`config.mk`:
```
export PLATFORM = sky130hd
export DESIGN_NAME = tdb_window
export DESIGN_NICKNAME = d
export VERILOG_FILES = /design/src/logic/tdb_pkg.sv /design/src/logic/tdb_index.sv /design/src/logic/tdb_window.sv
export SDC_FILE = /design/constraint.sdc
export NUM_CORES = 1
export LEC_CHECK = 0
export BUFFER_PORTS_ARGS = -buffer_cell sky130_fd_sc_hd__buf_2
export CAP_MARGIN = 20
export CORE_MARGIN = 5
export CORE_UTILIZATION = 43
export CTS_CLUSTER_DIAMETER = 80
export DETAILED_ROUTE_END_ITERATION = 8
export GPL_TIMING_DRIVEN = 0
export PLACE_DENSITY = 0.76
export SYNTH_ARGS = -nofsm -noshare
export SYNTH_HDL_FRONTEND = slang
export SYNTH_SLANG_ARGS = --single-unit
```
`constraint.sdc`:
```
create_clock -name CLOCK_I -period 1.95 [get_ports CLOCK_I]
set_clock_uncertainty 0.2 [all_clocks]
set_input_delay 0.2925 -clock CLOCK_I [delete_from_list [all_inputs] [get_ports CLOCK_I]]
set_output_delay 0.2925 -clock CLOCK_I [all_outputs]
set_load 0.1 [all_outputs]
```
`src/logic/tdb_pkg.sv`:
```
/*
  tdb_pkg: constants and carrier types of the timer DMA burst window.
  assumes a 16-bit register bank at 32-bit word offsets from control one.
*/
`default_nettype none
package tdb_pkg;
  // ----------------------------------------
  // register map
  // ----------------------------------------
  localparam logic [7:0]  TDB_CTRL1_OFS   = 8'h00;
  localparam logic [7:0]  TDB_DCTRL_OFS   = 8'h48;
  localparam logic [7:0]  TDB_WINDOW_OFS  = 8'h4C;
  localparam logic [7:0]  TDB_REG_STRIDE  = 8'h04;
  localparam logic [15:0] TDB_DCTRL_RST   = 16'h0000;
  localparam logic [15:0] TDB_WINDOW_RST  = 16'h0000;
  localparam logic [15:0] TDB_DCTRL_MASK  = 16'h1F1F;
  // ----------------------------------------
  // field layout
  // ----------------------------------------
  localparam int          TDB_BASE_LSB    = 0;
  localparam int          TDB_LEN_LSB     = 8;
  localparam int          TDB_FIELD_W     = 5;
  localparam logic [4:0]  TDB_LEN_MAX     = 5'h11;
  localparam logic [15:0] TDB_UNMAPPED    = 16'h0000;

  // one access of the bank as seen by the redirect
  typedef struct packed {
    logic        wr;
    logic        rd;
    logic [7:0]  addr;
    logic [15:0] wdata;
  } tdb_acc_t;

  // byte mode sequencer states
  typedef enum logic [1:0] {
    TDB_IDLE  = 2'b00,
    TDB_BURST = 2'b01,
    TDB_LOW   = 2'b11
  } tdb_state_t;
endpackage : tdb_pkg
`default_nettype wire

```
`src/logic/tdb_index.sv`:
```
/*
  tdb_index: steps the burst transfer index once per window access.
  assumes one step pulse per access, same clock, synchronous reset.
*/
`timescale 1ns/1ps
`default_nettype none
module tdb_index
  import tdb_pkg::*;
#(
  parameter int W = 5
)
(
  input  wire logic         clock_i,
  input  wire logic         srst_i,
  input  wire logic         step_i,
  input  wire logic [W-1:0] last_i,
  output logic      [W-1:0] index_o,
  output logic              wrap_o
);
  // fewer than five bits cannot count the longest burst of eighteen
  if (W < 5)
  begin : g_width_check
    $error("index width too small");
  end

  logic [W-1:0] index_reg;
  logic [W-1:0] index_next;
  wire          at_last = (index_reg >= last_i);

  // wraps to zero after the final transfer so the next burst restarts
  assign index_next = at_last ? '0 : index_reg + {{(W-1){1'b0}}, 1'b1};
  assign wrap_o     = step_i & at_last;
  assign index_o    = index_reg;

  // index register
  always_ff @(posedge clock_i)
  begin
    if (srst_i)
      index_reg <= '0;
    else if (step_i)
      index_reg <= index_next;
  end

  // ----------------------------------------
  // checks
  // ----------------------------------------
  idx_bound_a: assert property (@(posedge clock_i) disable iff (srst_i)
    index_reg <= TDB_LEN_MAX) else $error("index beyond longest burst");
  idx_wrap_a: assert property (@(posedge clock_i) disable iff (srst_i)
    step_i && at_last |=> index_reg == '0) else $error("index did not wrap");
endmodule : tdb_index
`default_nettype wire

```
`src/logic/tdb_window.sv`:
```
/*
  tdb_window: burst control register and data window of a timer bank.
  window accesses are redirected to consecutive timer registers; the
  timer bank sits behind the BANK_ port and answers reads combinationally.
  assumes plain register port master: one-cycle strobes, read data next cycle.
*/
// Summary of operation
// - base offset in bits 4:0, counted in registers from control one
// - length field bits 12:8, value plus one transfers, up to 18
// - window access goes to control one plus (base plus index) times four
// - transfer index steps per access, bounded by length, no software help
// - window accesses form one continuous walk over consecutive registers
// - 16-bit mode one datum per register; 8-bit mode high then low part
// - burst control at 0x48, reset zero, bits 7:5 and 15:13 reserved
// - data window at 0x4C, 16 bits, read and write, reset zero
`timescale 1ns/1ps
`default_nettype none
module tdb_window
  import tdb_pkg::*;
(
  input  wire logic        CLOCK_I,
  input  wire logic        SRST_I,
  input  wire logic [7:0]  ADDR_I,
  input  wire logic [15:0] WDATA_I,
  input  wire logic        WR_I,
  input  wire logic        RD_I,
  output logic      [15:0] RDATA_O,
  input  wire logic        BYTE_MODE_I,
  output logic             BANK_WR_O,
  output logic             BANK_RD_O,
  output logic      [7:0]  BANK_ADDR_O,
  output logic      [15:0] BANK_WDATA_O,
  input  wire logic [15:0] BANK_RDATA_I,
  output logic      [4:0]  INDEX_O,
  output logic             BURST_DONE_O
);
  // ----------------------------------------
  // registers
  // ----------------------------------------
  logic [15:0] dctrl_reg;
  logic [15:0] window_reg;
  logic [15:0] rdata_reg;
  logic [7:0]  hold_reg;
  logic        done_reg;
  tdb_state_t  state_reg;
  tdb_state_t  state_next;
  // access record driven onto the bank port
  tdb_acc_t    bank_acc;

  // ----------------------------------------
  // decode
  // ----------------------------------------
  wire         hit_dctrl  = (ADDR_I == TDB_DCTRL_OFS);
  wire         hit_window = (ADDR_I == TDB_WINDOW_OFS);
  wire         win_wr     = WR_I & hit_window;
  wire         win_rd     = RD_I & hit_window;
  wire  [4:0]  base_off   = dctrl_reg[TDB_BASE_LSB +: TDB_FIELD_W];
  wire  [4:0]  burst_len  = dctrl_reg[TDB_LEN_LSB +: TDB_FIELD_W];
  // lengths past eighteen transfers are reserved; they are clamped
  // so the index and the bank address stay in range
  wire  [4:0]  burst_last = (burst_len > TDB_LEN_MAX) ? TDB_LEN_MAX : burst_len;
  wire  [4:0]  index;
  wire         wrap;
  // byte mode: one datum spans two registers, second half steps on LOW
  wire         low_half   = (state_reg == TDB_LOW);
  wire         step       = win_wr | win_rd;
  wire  [5:0]  reg_num    = {1'b0, base_off} + {1'b0, index};
  wire  [7:0]  target     = TDB_CTRL1_OFS + 8'({reg_num, 2'b00});
  // bank data: high byte first in byte mode
  wire  [15:0] wr_payload = BYTE_MODE_I
                            ? (low_half ? {8'h00, hold_reg} : {8'h00, WDATA_I[15:8]})
                            : WDATA_I;
  wire  [15:0] rd_payload = BANK_RDATA_I;

  // index walker shared by all window accesses
  tdb_index #(.W(5)) u_index (
    .clock_i (CLOCK_I),
    .srst_i  (SRST_I),
    .step_i  (step),
    .last_i  (burst_last),
    .index_o (index),
    .wrap_o  (wrap)
  );

  // redirect window accesses onto the bank, carried as one access record
  assign bank_acc     = '{wr: win_wr, rd: win_rd, addr: target, wdata: wr_payload};
  assign BANK_WR_O    = bank_acc.wr;
  assign BANK_RD_O    = bank_acc.rd;
  assign BANK_ADDR_O  = bank_acc.addr;
  assign BANK_WDATA_O = bank_acc.wdata;
  assign INDEX_O      = index;
  assign BURST_DONE_O = done_reg;
  assign RDATA_O      = rdata_reg;

  // byte mode sequencer: high part then low part of one datum
  always_comb
  begin
    state_next = state_reg;
    case (state_reg)
      TDB_IDLE:  state_next = step ? (BYTE_MODE_I ? TDB_LOW : TDB_BURST) : TDB_IDLE;
      TDB_BURST: state_next = wrap ? TDB_IDLE : (step & BYTE_MODE_I ? TDB_LOW : TDB_BURST);
      TDB_LOW:   state_next = step ? (wrap ? TDB_IDLE : TDB_BURST) : TDB_LOW;
      default:   state_next = TDB_IDLE;
    endcase
  end

  // control register: reserved bits stay zero
  always_ff @(posedge CLOCK_I)
  begin
    if (SRST_I)
      dctrl_reg <= TDB_DCTRL_RST;
    else if (WR_I && hit_dctrl)
      dctrl_reg <= WDATA_I & TDB_DCTRL_MASK;
  end

  // window keeps the last datum that passed through it
  always_ff @(posedge CLOCK_I)
  begin
    if (SRST_I)
      window_reg <= TDB_WINDOW_RST;
    else if (win_wr)
      window_reg <= WDATA_I;
    else if (win_rd)
      window_reg <= rd_payload;
  end

  // low byte kept for the second register of an 8-bit pair
  always_ff @(posedge CLOCK_I)
  begin
    if (SRST_I)
      hold_reg <= 8'h00;
    else if (win_wr && !low_half)
      hold_reg <= WDATA_I[7:0];
  end

  // state and done flag
  always_ff @(posedge CLOCK_I)
  begin
    if (SRST_I)
    begin
      state_reg <= TDB_IDLE;
      done_reg  <= 1'b0;
    end
    else
    begin
      state_reg <= state_next;
      done_reg  <= wrap;
    end
  end

  // read data, one cycle after the strobe; unmapped reads zero
  always_ff @(posedge CLOCK_I)
  begin
    if (SRST_I)
      rdata_reg <= 16'h0000;
    else if (RD_I)
      rdata_reg <= hit_dctrl ? dctrl_reg : (hit_window ? rd_payload : TDB_UNMAPPED);
  end

  // ----------------------------------------
  // checks
  // ----------------------------------------
  // bank address follows base plus index, widened so the sum never wraps
  win_addr_a: assert property (@(posedge CLOCK_I) disable iff (SRST_I)
    step |-> BANK_ADDR_O == 8'({{1'b0, base_off} + {1'b0, index}, 2'b00}))
    else $error("bad redirect");
  rsv_zero_a: assert property (@(posedge CLOCK_I) disable iff (SRST_I)
    (dctrl_reg & ~TDB_DCTRL_MASK) == 16'h0000) else $error("reserved bit set");
  rd_late_a: assert property (@(posedge CLOCK_I) disable iff (SRST_I)
    RD_I && hit_dctrl |=> RDATA_O == $past(dctrl_reg)) else $error("read data wrong");
  // inside a burst every window access moves the index one place on
  step_inc_a: assert property (@(posedge CLOCK_I) disable iff (SRST_I)
    step && index < burst_last |=> index == $past(index) + 5'd1) else $error("no step");
  ctl_write_a: assert property (@(posedge CLOCK_I) disable iff (SRST_I)
    WR_I && hit_dctrl |=> burst_len == $past(WDATA_I[12:8])) else $error("len lost");
  base_hold_a: assert property (@(posedge CLOCK_I) disable iff (SRST_I)
    WR_I && hit_dctrl |=> base_off == $past(WDATA_I[4:0])) else $error("base lost");
  win_store_a: assert property (@(posedge CLOCK_I) disable iff (SRST_I)
    win_wr |=> window_reg == $past(WDATA_I)) else $error("window not kept");
  byte_hi_a: assert property (@(posedge CLOCK_I) disable iff (SRST_I)
    win_wr && BYTE_MODE_I && !low_half |-> BANK_WDATA_O[7:0] == WDATA_I[15:8])
    else $error("high byte first");
  // the last transfer raises done once and sends the index home
  done_one_a: assert property (@(posedge CLOCK_I) disable iff (SRST_I)
    step && index == burst_last |=> BURST_DONE_O && index == 5'd0) else $error("no done");
  // the low half of an 8-bit pair carries the byte held from the first write
  byte_lo_a: assert property (@(posedge CLOCK_I) disable iff (SRST_I)
    win_wr && BYTE_MODE_I && low_half |-> BANK_WDATA_O == {8'h00, hold_reg})
    else $error("low byte lost");
  // 16-bit transfers pass the datum untouched
  word_pass_a: assert property (@(posedge CLOCK_I) disable iff (SRST_I)
    win_wr && !BYTE_MODE_I |-> BANK_WDATA_O == WDATA_I)
    else $error("word altered");
  // bank strobes only for window accesses, never for control or unmapped
  bank_strobe_a: assert property (@(posedge CLOCK_I) disable iff (SRST_I)
    (BANK_WR_O == (WR_I && ADDR_I == TDB_WINDOW_OFS))
    && (BANK_RD_O == (RD_I && ADDR_I == TDB_WINDOW_OFS)))
    else $error("stray bank strobe");
  // window reads return what the bank showed in the strobe cycle
  win_read_a: assert property (@(posedge CLOCK_I) disable iff (SRST_I)
    RD_I && hit_window |=> RDATA_O == $past(BANK_RDATA_I))
    else $error("window read wrong");
  // unmapped reads answer zero rather than stale data
  unmapped_rd_a: assert property (@(posedge CLOCK_I) disable iff (SRST_I)
    RD_I && !hit_dctrl && !hit_window |=> RDATA_O == 16'h0000)
    else $error("unmapped read not zero");
  // no window access, no index movement
  idx_hold_a: assert property (@(posedge CLOCK_I) disable iff (SRST_I)
    !step |=> index == $past(index))
    else $error("index moved");

  // ----------------------------------------
  // coverage
  // ----------------------------------------
  burst_end_c: cover property (@(posedge CLOCK_I) disable iff (SRST_I) BURST_DONE_O);
  byte_mode_c: cover property (@(posedge CLOCK_I) disable iff (SRST_I) low_half && step);
  long_burst_c: cover property (@(posedge CLOCK_I) disable iff (SRST_I)
    step && index == TDB_LEN_MAX);
  window_read_c: cover property (@(posedge CLOCK_I) disable iff (SRST_I) win_rd);
  ctl_write_c: cover property (@(posedge CLOCK_I) disable iff (SRST_I) WR_I && hit_dctrl);
endmodule : tdb_window
`default_nettype wire

```
# Yosys cells after proc, flatten, opt, wreduce, memory -nomap -nowiden
# Cells that the tools add are included.
# totals
reg_bits	42
wordCells	36
out_inout_bits	48
input_bits	45
# op_classes
n_bitwise	5
reduce_logical	4
n_mux	13
eq_ne	4
magnitude_cmp	2
n_addsub	2
# op_table
op	n
$mux W16	3
$eq A8 B7 Y1 const B	2
$mux W2	5
$mux W5	2
$mux W8	1
$add A5 B5 Y6	1
$pmux W2 S3	1
$add A5 B1 Y5 const B	1
$ge A5 B5 Y1	1
$gt A5 B5 Y1 const B	1
$and A1 B1 Y1	4
$eq A2 B1 Y1 const B	1
$eq A2 B2 Y1 const B	1
$logic_and A1 B1 Y1	2
$logic_not A2 Y1	1
$logic_not A1 Y1	1
$mux W1	1
$or A1 B1 Y1	1

# Longest topological paths before layout
# Gate-level depths: netlist of the first run.
# logic_depth
ltp_word	7
mapped_depth	9
ltp_nobuf	8

# By module
# Synthesis of the first run repeated with hierarchy kept, for this count alone.
# unflattened
cells_unflattened	238
hier_area_um2	2263.4
# modules_own_cells
module	cells_each	area_per_inst_um2	seq_area_each_um2	instances
tdb_window	194	1873.0	740.7	1
tdb_index	44	390.4	100.1	1

# Worst setup path before layout of the first run
# Ideal clock, no wire load.
# synth_timing
path_type	flip-flop to output port
from	register u_index.index_reg[0], in the netlist u_index.index_o[0]
to	output port BANK_ADDR_O[6]
path_slack_ns	-2.071
n_path_buf	0
arrival_time_ns	3.528
stages_incl_launch_ff	8
t_required_ns	1.457
path_cell_list	dfxtp_1 > ha_1 > inv_1 > fa_1 > inv_1 > a21o_1 > a21oi_1 > xnor2_1
# synth_via
elab_chain_cells	1
# synth_lines
item	line	source
from (decl)	tdb_index.sv:26	logic [W-1:0] index_reg;
from (signal assigned)	tdb_index.sv:41	index_reg <= index_next;
$add A5 B5 Y6	tdb_window.sv:67	wire [5:0] reg_num = {1'b0, base_off} + {1'b0, index};
to (decl)	tdb_window.sv:31	output logic [7:0] BANK_ADDR_O,
# Every way passes these cells.

# Worst setup path in the final report of the first run
# layout_timing
from	register dctrl_reg[0]
to	output port BANK_ADDR_O[6]
# layout_via
elab_chain_cells	1
# layout_lines
item	line	source
from (decl)	tdb_window.sv:40	logic [15:0] dctrl_reg;
from (signal assigned)	tdb_window.sv:113	dctrl_reg <= WDATA_I & TDB_DCTRL_MASK;
$add A5 B5 Y6	tdb_window.sv:67	
# Every way passes these cells.

==> impl_metrics.yaml, run 1 <==
timing:
  fin_crit_sh_pct: 121
  max_freq_mhz: 425
  slew_viol_final: 0
  period_minus_slack_ns: 2.35
  timing.final.ws_setup_ns: -0.400
  hold_viol_final: 0
  rsz0062_at_grt: "yes"
  relSlewSlack_pct: 57.8
  setup_viol: 6
  worst_pin_slew_ns: 0.629
drt:
  viasPerCell: 5.23
  first_pass_iters: 4
  ant_nets: 0
  drc: 0
  wl_per_cell_microns: 15.3
  first_iter_violations: 113
  drt_wl_total_mm: 6.60
  vias: 2261
worst_hold_path:
  min_path_type: "primary input to flip-flop"
  hold-path-endpoint: "RDATA_O[5]$_SDFFE_PP0P_"
  holdCritStartpoint: "BANK_RDATA_I[5]"
  holdPathStages: 3
die:
  die_height_microns: 81.9
  start_util_pct: 43.8
  row_count: 26
  core_area_sq_um: 5070
  die_area_sq_um: 6710
  die_w_microns: 81.9
  pin_count: 93
power_and_ir_drop:
  pwr-share-comb_pct: 20.7
  fin_total_pwr_w: 0.00196
  p_per_area_nw_per_um2: 554
  intPower_w: 0.00138
  total_leakage_power_nw: 1.58
  worst_ir_drop_vdd_uv: 376
  p_seq_share_pct: 43.2
  sw_frac_of_total_pct: 29.8
  clkPwrFrac_pct: 36.1
  switching_power_w: 0.000584
global_routing:
  first_global_vias: 2131
  grt_usage_pct: 19.5
  grt-ovfl-total: 0
  antenna_found_initial: 0
  grt_max_degree: 13
  grt_pass1_wl_mm: 10.0
yosys:
  synth_xor_area_share_pct: 1.18
  synth_fa_ha_area_share_pct: 7.09
  seq_area_frac_synth_pct: 37.8
  syn-instance-count: 255
  syn_area_per_cell_sq_um: 8.72
  synth_cell_types: 41
  synth_area_sq_um: 2220
  synth_edf_count: 0
  async_reset_ff_share_pct: 0
  yosys.area.top_type: "dfxtp_1"
  synth_top_family_by_area: "simple AND/OR/NAND/NOR gates"
  ys_top_cells_by_area: "dfxtp_1, mux2i_1, nor2_1"
  yosys.area_share.simple_pct: 24.1
  ys_warn_count: 0
  synth_compound_area_share_pct: 12.9
  synth_top_area_share_pct: 37.8
  yosys_register_bits: 42
  netlist_top_cells_count: "dfxtp_1, nor2_1, mux2i_1"
  synth.area.mux_share_pct: 11.7
  synthFlopType: "dfxtp_1"
finish:
  final_nets: 419
  drive_gt1_share_pct: 51.7
  nFillCells: 404
  finalCoreUtilization_pct: 69.8
  largest_reg_flops: 16
  syn_to_final_growth_pct: 59.3
  antenna_cells: 0
worst_setup_path:
  reg2reg_slack_ns: 0
  critPathMaxFanout: 2
  cp-start-kind: "flip-flop"
  r2r-end: "u_index.index_o[2]$_SDFFE_PP0N_"
  cp-end-kind: "output port"
  reg2reg_depth: 9
  cp.required_ns: 1.46
  reg2reg_from: "dctrl_reg[12]$_SDFFE_PP0P_"
  cp_data_arrival_time_ns: 1.86
  crit_type: "flip-flop to output port"
clocking:
  clock_latency_ns: 0.30
  cts.clk_slew.worst_paths_ns: 0.08
  cts_sinks: 42
  cts_root_buf: "clkbuf_8"
  h-tree-depth: 2
  clk_path_buf_depth: 2
  cts_tree: "yes"
  cts_made_buffers: 5
outcome:
  status: "finished with violations"
  failed_checks: "negative setup slack"
placement:
  portBuffers: 89
  dp_hpwl_mm: 4.71
  gp_congestion: 0.746
  dpl_worst_slack_ns: -0.448
flow_run:
  drv_cap: 0
[metrics by stage]
stage | cells | hold WS, ns | cell area (sq um) | setup TNS, ns
final | 432 | 0.0207 | 3540 | -1.28
after global routing | 432 | 0.0332 | 3540 | -2.29
after CTS | 426 | 0.0228 | 3410 | -1.34
after detailed placement | 415 | 0.286 | 3050 | -3.74
after global placement | 415 | 0.274 | 3050 | -2.97
after floorplan | 256 | 0.236 | 2510 | -1.40
[how the worst max path moves through the flow]
stage	slack (ns)	start	endpoint
floorplan	-0.59	u_index.index_o[0]$_SDFFE_PP0N_	BANK_ADDR_O[6]
global placement	-0.44	dctrl_reg[0]$_SDFFE_PP0P_	BANK_ADDR_O[6]
detailed placement	-0.45	dctrl_reg[0]$_SDFFE_PP0P_	BANK_ADDR_O[6]
CTS	-0.41	dctrl_reg[0]$_SDFFE_PP0P_	BANK_ADDR_O[6]
global route	-0.46	u_index.index_o[1]$_SDFFE_PP0N_	BANK_ADDR_O[6]
finish	-0.40	dctrl_reg[0]$_SDFFE_PP0P_	BANK_ADDR_O[6]
[repair_timing]
action | CTS | global route
hold buffers | 0 | 0
pin swaps | 6 | 14
gates cloned | 1 | 1
endpoints found under the setup margin | 21 | 22
buffers inserted | 3 | 5
resized for setup | 65 | 27
[power groups by stage]
stage	Clock, W	Combinational, W	Sequential [W]
2_1_floorplan	0	0.000265	0.000875
3_3_place_gp	0	0.000356	0.000873
3_5_place_dp	0	0.000358	0.000873
4_1_cts	0.000715	0.000403	0.000850
5_1_grt	0.000744	0.000424	0.000847
6_report	0.000708	0.000407	0.000847
[cell type report]
class | instances | area [sq um] | share of cell area [%]
Tap cell | 70 | 87.6 | 2.47
Timing Repair Buffer | 98 | 697 | 19.7
Inverter | 10 | 41.3 | 1.17
Clock inverter | 1 | 30.0 | 0.847
Sequential cell | 42 | 875 | 24.7
Buffer | 15 | 87.6 | 2.47
Multi-Input combinational cell | 190 | 1640 | 46.4
Clock buffer | 6 | 82.6 | 2.33
[worst max-delay path, cell delays in order, from the launching register on]
cell     delay [ns]
dfxtp_4        0.38
ha_4           0.13
inv_2          0.03
fa_2           0.39
inv_2          0.06
a21o_1         0.14
a21oi_4        0.08
xnor2_4        0.16
buf_12         0.19
[cells by family (layout without fill, tap and decap cells)]
kind of cell / count (synthesis) / in the layout
AO/OA/AOI/OAI: 43 / 43
XOR/XNOR: 3 / 3
adder cells (fa/ha/maj): 12 / 12
buffers and inverters: 25 / 130
flip-flops: 42 / 42
multiplexers: 26 / 26
other: 1 / 2
AND/OR/NAND/NOR: 103 / 104
[layout by cell type (no fill, tap or decap), drive strengths merged, types with 2 or more instances in the layout]
cell / synthesis / routed
nand2: 13 / 14
a221oi: 10 / 10
nor2: 43 / 43
dfxtp: 42 / 42
nor3: 5 / 5
conb: 1 / 2
a21o: 2 / 2
xnor2: 3 / 3
and3: 3 / 3
or3: 2 / 2
a31oi: 3 / 3
a22oi: 6 / 6
nor3b: 2 / 2
nand3: 8 / 8
a21oi: 14 / 14
o21ai: 4 / 4
clkbuf: 10 / 14
nor2b: 20 / 20
ha: 11 / 11
inv: 9 / 8
buf: 5 / 105
mux2i: 26 / 26
nor4b: 2 / 2
[metal layers]
layer	GRT usage (%)	vias up	wire length, microns
met4	5.48	0	81
met2	34.3	80	3370
met3	4.93	10	457
met5	0	-	0
met1	23.2	1070	2690
li1	-	1101	-
No activity file was read; power rests on OpenSTA's default activity.
==> run 2: changes to the inputs <==
- clock period: 1.95 -> 2.04 ns (I/O delays scaled with it)
==> impl_metrics.yaml, run 2 (synthesized netlist as in run 1, its figures left out) <==
power_and_ir_drop:
  sw_frac_of_total_pct: 30.2
  worst_ir_drop_vdd_uv: 455
  pwr-share-comb_pct: 19.9
  p_per_area_nw_per_um2: 537
  fin_total_pwr_w: 0.00183
  total_leakage_power_nw: 1.59
  p_seq_share_pct: 44.4
  switching_power_w: 0.000553
  intPower_w: 0.00127
  clkPwrFrac_pct: 35.6
drt:
  vias: 2231
  first_pass_iters: 4
  drc: 0
  ant_nets: 0
  wl_per_cell_microns: 15.0
  drt_wl_total_mm: 6.52
  first_iter_violations: 104
  viasPerCell: 5.15
finish:
  final_nets: 419
  multiInputGateArea_sq_um: 1550
  layout_commonest_cell: "buf_2"
  stdcell_area_sq_um: 3400
  finalCoreUtilization_pct: 67.1
  final-seq-area_sq_um: 868
  mostFrequentLayoutCells: "buf_2, nor2_1, dfxtp_1, mux2i_1"
  syn_to_final_growth_pct: 53.0
  largest_reg_flops: 16
  nFillCells: 432
  drive_gt1_share_pct: 46.8
  antenna_cells: 0
die:
  start_util_pct: 43.8
  pin_count: 93
  die_area_sq_um: 6710
  row_count: 26
  core_area_sq_um: 5070
  die_w_microns: 81.9
  die_height_microns: 81.9
placement:
  portBuffers: 89
  placed_area_sq_um: 3030
  dp_hpwl_mm: 4.78
  gp_congestion: 0.747
  dpl_worst_slack_ns: -0.393
worst_setup_path:
  cp_data_arrival_time_ns: 1.79
  slowest_stage: "dfxtp_4"
  r2r-end: "u_index.index_o[2]$_SDFFE_PP0N_"
  cp-end-kind: "output port"
  critPathMaxFanout: 2
  reg2reg_slack_ns: 0.07
  crit_type: "flip-flop to output port"
  cp-startpoint: "dctrl_reg[0]$_SDFFE_PP0P_"
  reg2reg_from: "dctrl_reg[9]$_SDFFE_PP0P_"
  path_depth: 8
  cp.required_ns: 1.53
  slowest_delay_ns: 0.37
  crit_buf_inv: 3
  reg2reg_depth: 9
  cp-start-kind: "flip-flop"
  cp_top_family: "flip-flops"
  crit_chain: "ha_4, inv_2, fa_2, inv_2, a21o_1, a21oi_4, xnor2_4, buf_12"
  cp_common_cell: "inv_2"
global_routing:
  grt_usage_pct: 20.3
  grt_max_degree: 14
  grt_pass1_wl_mm: 10.5
  first_global_vias: 2215
  grt-ovfl-total: 0
  antenna_found_initial: 0
worst_hold_path:
  holdCritStartpoint: "BANK_RDATA_I[13]"
  hold-path-endpoint: "RDATA_O[13]$_SDFFE_PP0P_"
  holdPathStages: 3
  min_path_type: "primary input to flip-flop"
clocking:
  clk_path_buf_depth: 2
  cts_tree: "yes"
  cts.clk_slew.worst_paths_ns: 0.08
  cts_made_buffers: 5
  cts_root_buf: "clkbuf_8"
  h-tree-depth: 2
  cts_sinks: 42
  clock_latency_ns: 0.29
outcome:
  status: "finished with violations"
  failed_checks: "negative setup slack"
timing:
  slew_viol_final: 0
  setup_viol: 5
  fin_crit_sh_pct: 112
  rsz0062_at_grt: "yes"
  max_freq_mhz: 436
  relSlewSlack_pct: 54.7
  hold_viol_final: 0
  period_minus_slack_ns: 2.29
  timing.final.ws_setup_ns: -0.252
  worst_pin_slew_ns: 0.676
  tns_ns: -0.954
flow_run:
  drv_cap: 0
[run 2: cell count changes in the layout (fill, tap and decap cells not counted), sizes merged]
| cell | previous run | this run |
|---|---|---|
| clkbuf | 14 | 15 |
| inv | 8 | 9 |
| nand2 | 14 | 13 |
[run 2: how the worst max path moves through the flow]
stage	end	slack, ns
floorplan	BANK_ADDR_O[6]	-0.51
global placement	BANK_ADDR_O[6]	-0.36
detailed placement	BANK_ADDR_O[6]	-0.39
CTS	BANK_ADDR_O[6]	-0.28
global route	BANK_ADDR_O[6]	-0.33
finish	BANK_ADDR_O[6]	-0.25
[run 2: routing by layer]
metal,GRT usage (%),wire (microns),vias up
met1,25.1,2740,1048
met3,5.26,476,7
met2,34.5,3210,76
li1,-,-,1100
met5,0,0,-
met4,5.65,85,0
[run 2: through the flow]
stage / hold slack (ns) / cells
CTS: 0.0364 / 432
floorplan: 0.250 / 256
global placement: 0.273 / 415
global route: 0.0397 / 433
detailed placement: 0.287 / 415
finish: 0.0413 / 433
[run 2: cell type report]
type	count	share of cell area (%)
Clock inverter	2	1.07
Buffer	15	2.54
Inverter	10	1.21
Tap cell	70	2.57
Clock buffer	6	2.13
Sequential cell	42	25.5
Multi-Input combinational cell	189	45.6
Timing Repair Buffer	99	19.4
[run 2: timing repair]
action	in CTS	in global routing
pin swaps	9	8
setup buffers	8	1
hold buffers	0	0
gates cloned	1	0
gates resized for setup	43	17
setup endpoints to repair	21	21
[run 2: power by group through the flow]
| stage | logic (W) | clock network, W | registers, W |
|---|---|---|---|
| global route | 0.000382 | 0.000707 | 0.000813 |
| global placement | 0.000341 | 0 | 0.000834 |
| detailed placement | 0.000344 | 0 | 0.000834 |
| CTS | 0.000354 | 0.000663 | 0.000812 |
| floorplan | 0.000253 | 0 | 0.000836 |
| finish | 0.000364 | 0.000652 | 0.000812 |
[run 2: worst register-to-register path, delay by kind of cell, from the launching register on]
family	cells	cell delay, ns
AND/OR/NAND/NOR	3	0.36
adder cells (fa/ha/maj)	1	0.27
buffers and inverters	1	0.17
AO/OA/AOI/OAI	4	0.53
flip-flops	1	0.35
==> run 3: changes to the inputs <==
--- a/config.mk
+++ b/config.mk
@@ -13,6 +13,7 @@
 export DETAILED_ROUTE_END_ITERATION = 8
 export GPL_TIMING_DRIVEN = 0
-export PLACE_DENSITY = 0.76
+export PLACE_DENSITY = 0.75
 export SYNTH_ARGS = -nofsm -noshare
 export SYNTH_HDL_FRONTEND = slang
+export SYNTH_HIERARCHICAL = 1
 export SYNTH_SLANG_ARGS = --single-unit
==> constraint.sdc (replaced) <==
create_clock -name CLOCK_I -period 2.04 [get_ports CLOCK_I]
set_clock_uncertainty 0.2 [all_clocks]
set_input_delay 0.408 -clock CLOCK_I [delete_from_list [all_inputs] [get_ports CLOCK_I]]
set_output_delay 0.408 -clock CLOCK_I [all_outputs]
set_load 0.1 [all_outputs]
==> impl_metrics.yaml, run 3 <==
placement:
  portBuffers: 90
  gp_congestion: 0.781
  dpl_worst_slack_ns: -0.477
  dp_hpwl_mm: 4.69
  placed_area_sq_um: 3070
  dp.cells: 399
timing:
  rsz0062_at_grt: "yes"
  period_minus_slack_ns: 2.40
  relSlewSlack_pct: 65.7
  fin_crit_sh_pct: 118
  setup_viol: 7
  hold_viol_final: 0
  tns_ns: -1.79
  slew_viol_final: 0
  timing.final.ws_setup_ns: -0.360
  max_freq_mhz: 417
  worst_pin_slew_ns: 0.514
worst_setup_path:
  slowest_stage: "dfxtp_4"
  reg2reg_slack_ns: -0.33
  crit_type: "flip-flop to output port"
  cp_data_arrival_time_ns: 1.79
  cp.required_ns: 1.43
  reg2reg_from: "dctrl_reg[11]$_SDFFE_PP0P_"
  cp-startpoint: "u_index/index_o[0]$_SDFFE_PP0P_"
  worstSetupEndpoint: "BANK_ADDR_O[6]"
  cp-end-kind: "output port"
  critPathMaxFanout: 2
  reg2reg_depth: 11
  cp-start-kind: "flip-flop"
  r2r-end: "state_reg[1]$_SDFF_PP0_"
  crit_chain: "ha_4, inv_2, fa_2, inv_2, a21o_1, a21oi_4, xnor2_4, buf_12"
  slowest_delay_ns: 0.37
  cp_common_cell: "inv_2"
finish:
  largest_reg_flops: 16
  antenna_cells: 0
  instances_no_fill: 421
  syn_to_final_growth_pct: 60.0
  drive_gt1_share_pct: 55.6
  nFillCells: 360
  stdcell_area_sq_um: 3620
  final_nets: 408
  mostFrequentLayoutCells: "buf_2, dfxtp_1, nor2_1, mux2i_1, buf_4"
  layout_commonest_cell: "buf_2"
die:
  core_area_sq_um: 5110
  pin_count: 93
  die_w_microns: 82.6
  row_count: 26
  start_util_pct: 44.3
  die_area_sq_um: 6810
  die_height_microns: 82.6
drt:
  wl_per_cell_microns: 16.1
  vias: 2215
  ant_nets: 0
  drc: 0
  first_iter_violations: 108
  first_pass_iters: 4
  viasPerCell: 5.26
  drt_wl_total_mm: 6.77
power_and_ir_drop:
  pwr-share-comb_pct: 21.5
  intPower_w: 0.00127
  total_leakage_power_nw: 1.73
  switching_power_w: 0.000545
  sw_frac_of_total_pct: 30.0
  clkPwrFrac_pct: 34.0
  p_per_area_nw_per_um2: 502
  worst_ir_drop_vdd_uv: 279
  p_seq_share_pct: 44.5
yosys:
  synth_most_common_cell: "dfxtp_1"
  async_reset_ff_share_pct: 0
  synth_top_area_share_pct: 37.1
  synth_cell_types: 44
  seq_area_frac_synth_pct: 37.1
  netlist_top_cells_count: "dfxtp_1, nor2_1, mux2i_1"
  ys_top_cells_by_area: "dfxtp_1, mux2i_1, ha_1"
  syn-instance-count: 238
  syn_area_per_cell_sq_um: 9.51
  yosys.area.top_type: "dfxtp_1"
  ys_warn_count: 6
  synth_area_sq_um: 2260
  synth_edf_count: 0
  yosys_register_bits: 42
  synthFlopType: "dfxtp_1"
clocking:
  cts_made_buffers: 5
  clk_path_buf_depth: 2
  clock_latency_ns: 0.29
  cts.clk_slew.worst_paths_ns: 0.08
  h-tree-depth: 2
  cts_root_buf: "clkbuf_8"
  cts_tree: "yes"
  postCtsHoldBufs: 0
  cts_sinks: 42
global_routing:
  grt-ovfl-total: 0
  first_global_vias: 2177
  antenna_found_initial: 0
  grt_pass1_wl_mm: 10.4
  grt_max_degree: 13
  grt_usage_pct: 20.1
flow_run:
  drv_cap: 0
outcome:
  status: "finished with violations"
  failed_checks: "negative setup slack"
worst_hold_path:
  min_path_type: "primary input to flip-flop"
  holdCritStartpoint: "BANK_RDATA_I[6]"
==> run 3: power groups by stage <==
stage / clock (W) / combinational, W / sequential (W)
final: 0.000617 / 0.000391 / 0.000809
after detailed placement: 0 / 0.000342 / 0.000834
after global placement: 0 / 0.000339 / 0.000834
after global routing: 0.000664 / 0.000405 / 0.000809
after floorplan: 0 / 0.000250 / 0.000836
after CTS: 0.000633 / 0.000372 / 0.000812
==> run 3: timing repair <==
action,CTS,global route
buffers inserted,10,6
gates cloned,0,0
gates resized for setup,64,29
pin swaps,11,9
endpoints found under the setup margin,22,27
==> run 3: how the worst min path moves through the flow <==
stage | end | slack [ns] | cells past startpoint
floorplan | u_index/index_o[0]$_SDFFE_PP0P_ | 0.26 | 1
global placement | RDATA_O[7]$_SDFFE_PP0P_ | 0.26 | 1
detailed placement | RDATA_O[7]$_SDFFE_PP0P_ | 0.26 | 1
CTS | RDATA_O[7]$_SDFFE_PP0P_ | 0.12 | 2
global route | RDATA_O[11]$_SDFFE_PP0P_ | 0.13 | 2
finish | RDATA_O[6]$_SDFFE_PP0P_ | 0.13 | 2
==> run 3: kinds of logic (layout without fill, tap and decap cells) <==
family | Yosys count | after routing | synth area share [%]
compound gates | 48 | 48 | 16.6
simple gates | 81 | 81 | 21.1
other cells | 1 | 2 | 0.166
buf+inv | 24 | 136 | 4.97
xor+xnor | 4 | 4 | 1.55
fa+ha+maj | 12 | 12 | 6.97
mux | 26 | 26 | 11.5
flops | 42 | 42 | 37.1
==> run 3: routing by layer <==
| layer | wire [microns] | GRT usage, % | up-vias |
|---|---|---|---|
| met5 | 0 | 0 | - |
| met1 | 2760 | 24.1 | 1035 |
| li1 | - | - | 1073 |
| met2 | 3200 | 34.9 | 91 |
| met3 | 616 | 4.12 | 16 |
| met4 | 197 | 8.33 | 0 |
==> run 3: area by class of cell <==
type	instances	area, sq um	area share [%]
Buffer	13	87.6	2.42
Sequential cell	42	881	24.3
Timing Repair Buffer	105	743	20.5
Clock buffer	7	108	2.97
Multi-Input combinational cell	173	1670	46.1
Inverter	11	45.0	1.24
Tap cell	70	87.6	2.42
==> run 3: metrics by stage <==
stage	util, %	power (W)	hold slack, ns
6_report	70.9	0.00182	0.126
3_5_place_dp	60.1	0.00118	0.260
5_1_grt	70.9	0.00188	0.131
2_1_floorplan	-	0.00109	0.261
4_1_cts	67.8	0.00182	0.125
3_3_place_gp	60.1	0.00117	0.257
==> run 3: critical path: cells and delay by family, from the launching register on <==
| kind | cells | cell delay, ns |
|---|---|---|
| buffers and inverters | 3 | 0.27 |
| adder cells (fa/ha/maj) | 2 | 0.48 |
| flip-flops | 1 | 0.37 |
| AO/OA/AOI/OAI | 2 | 0.22 |
| XOR/XNOR | 1 | 0.16 |
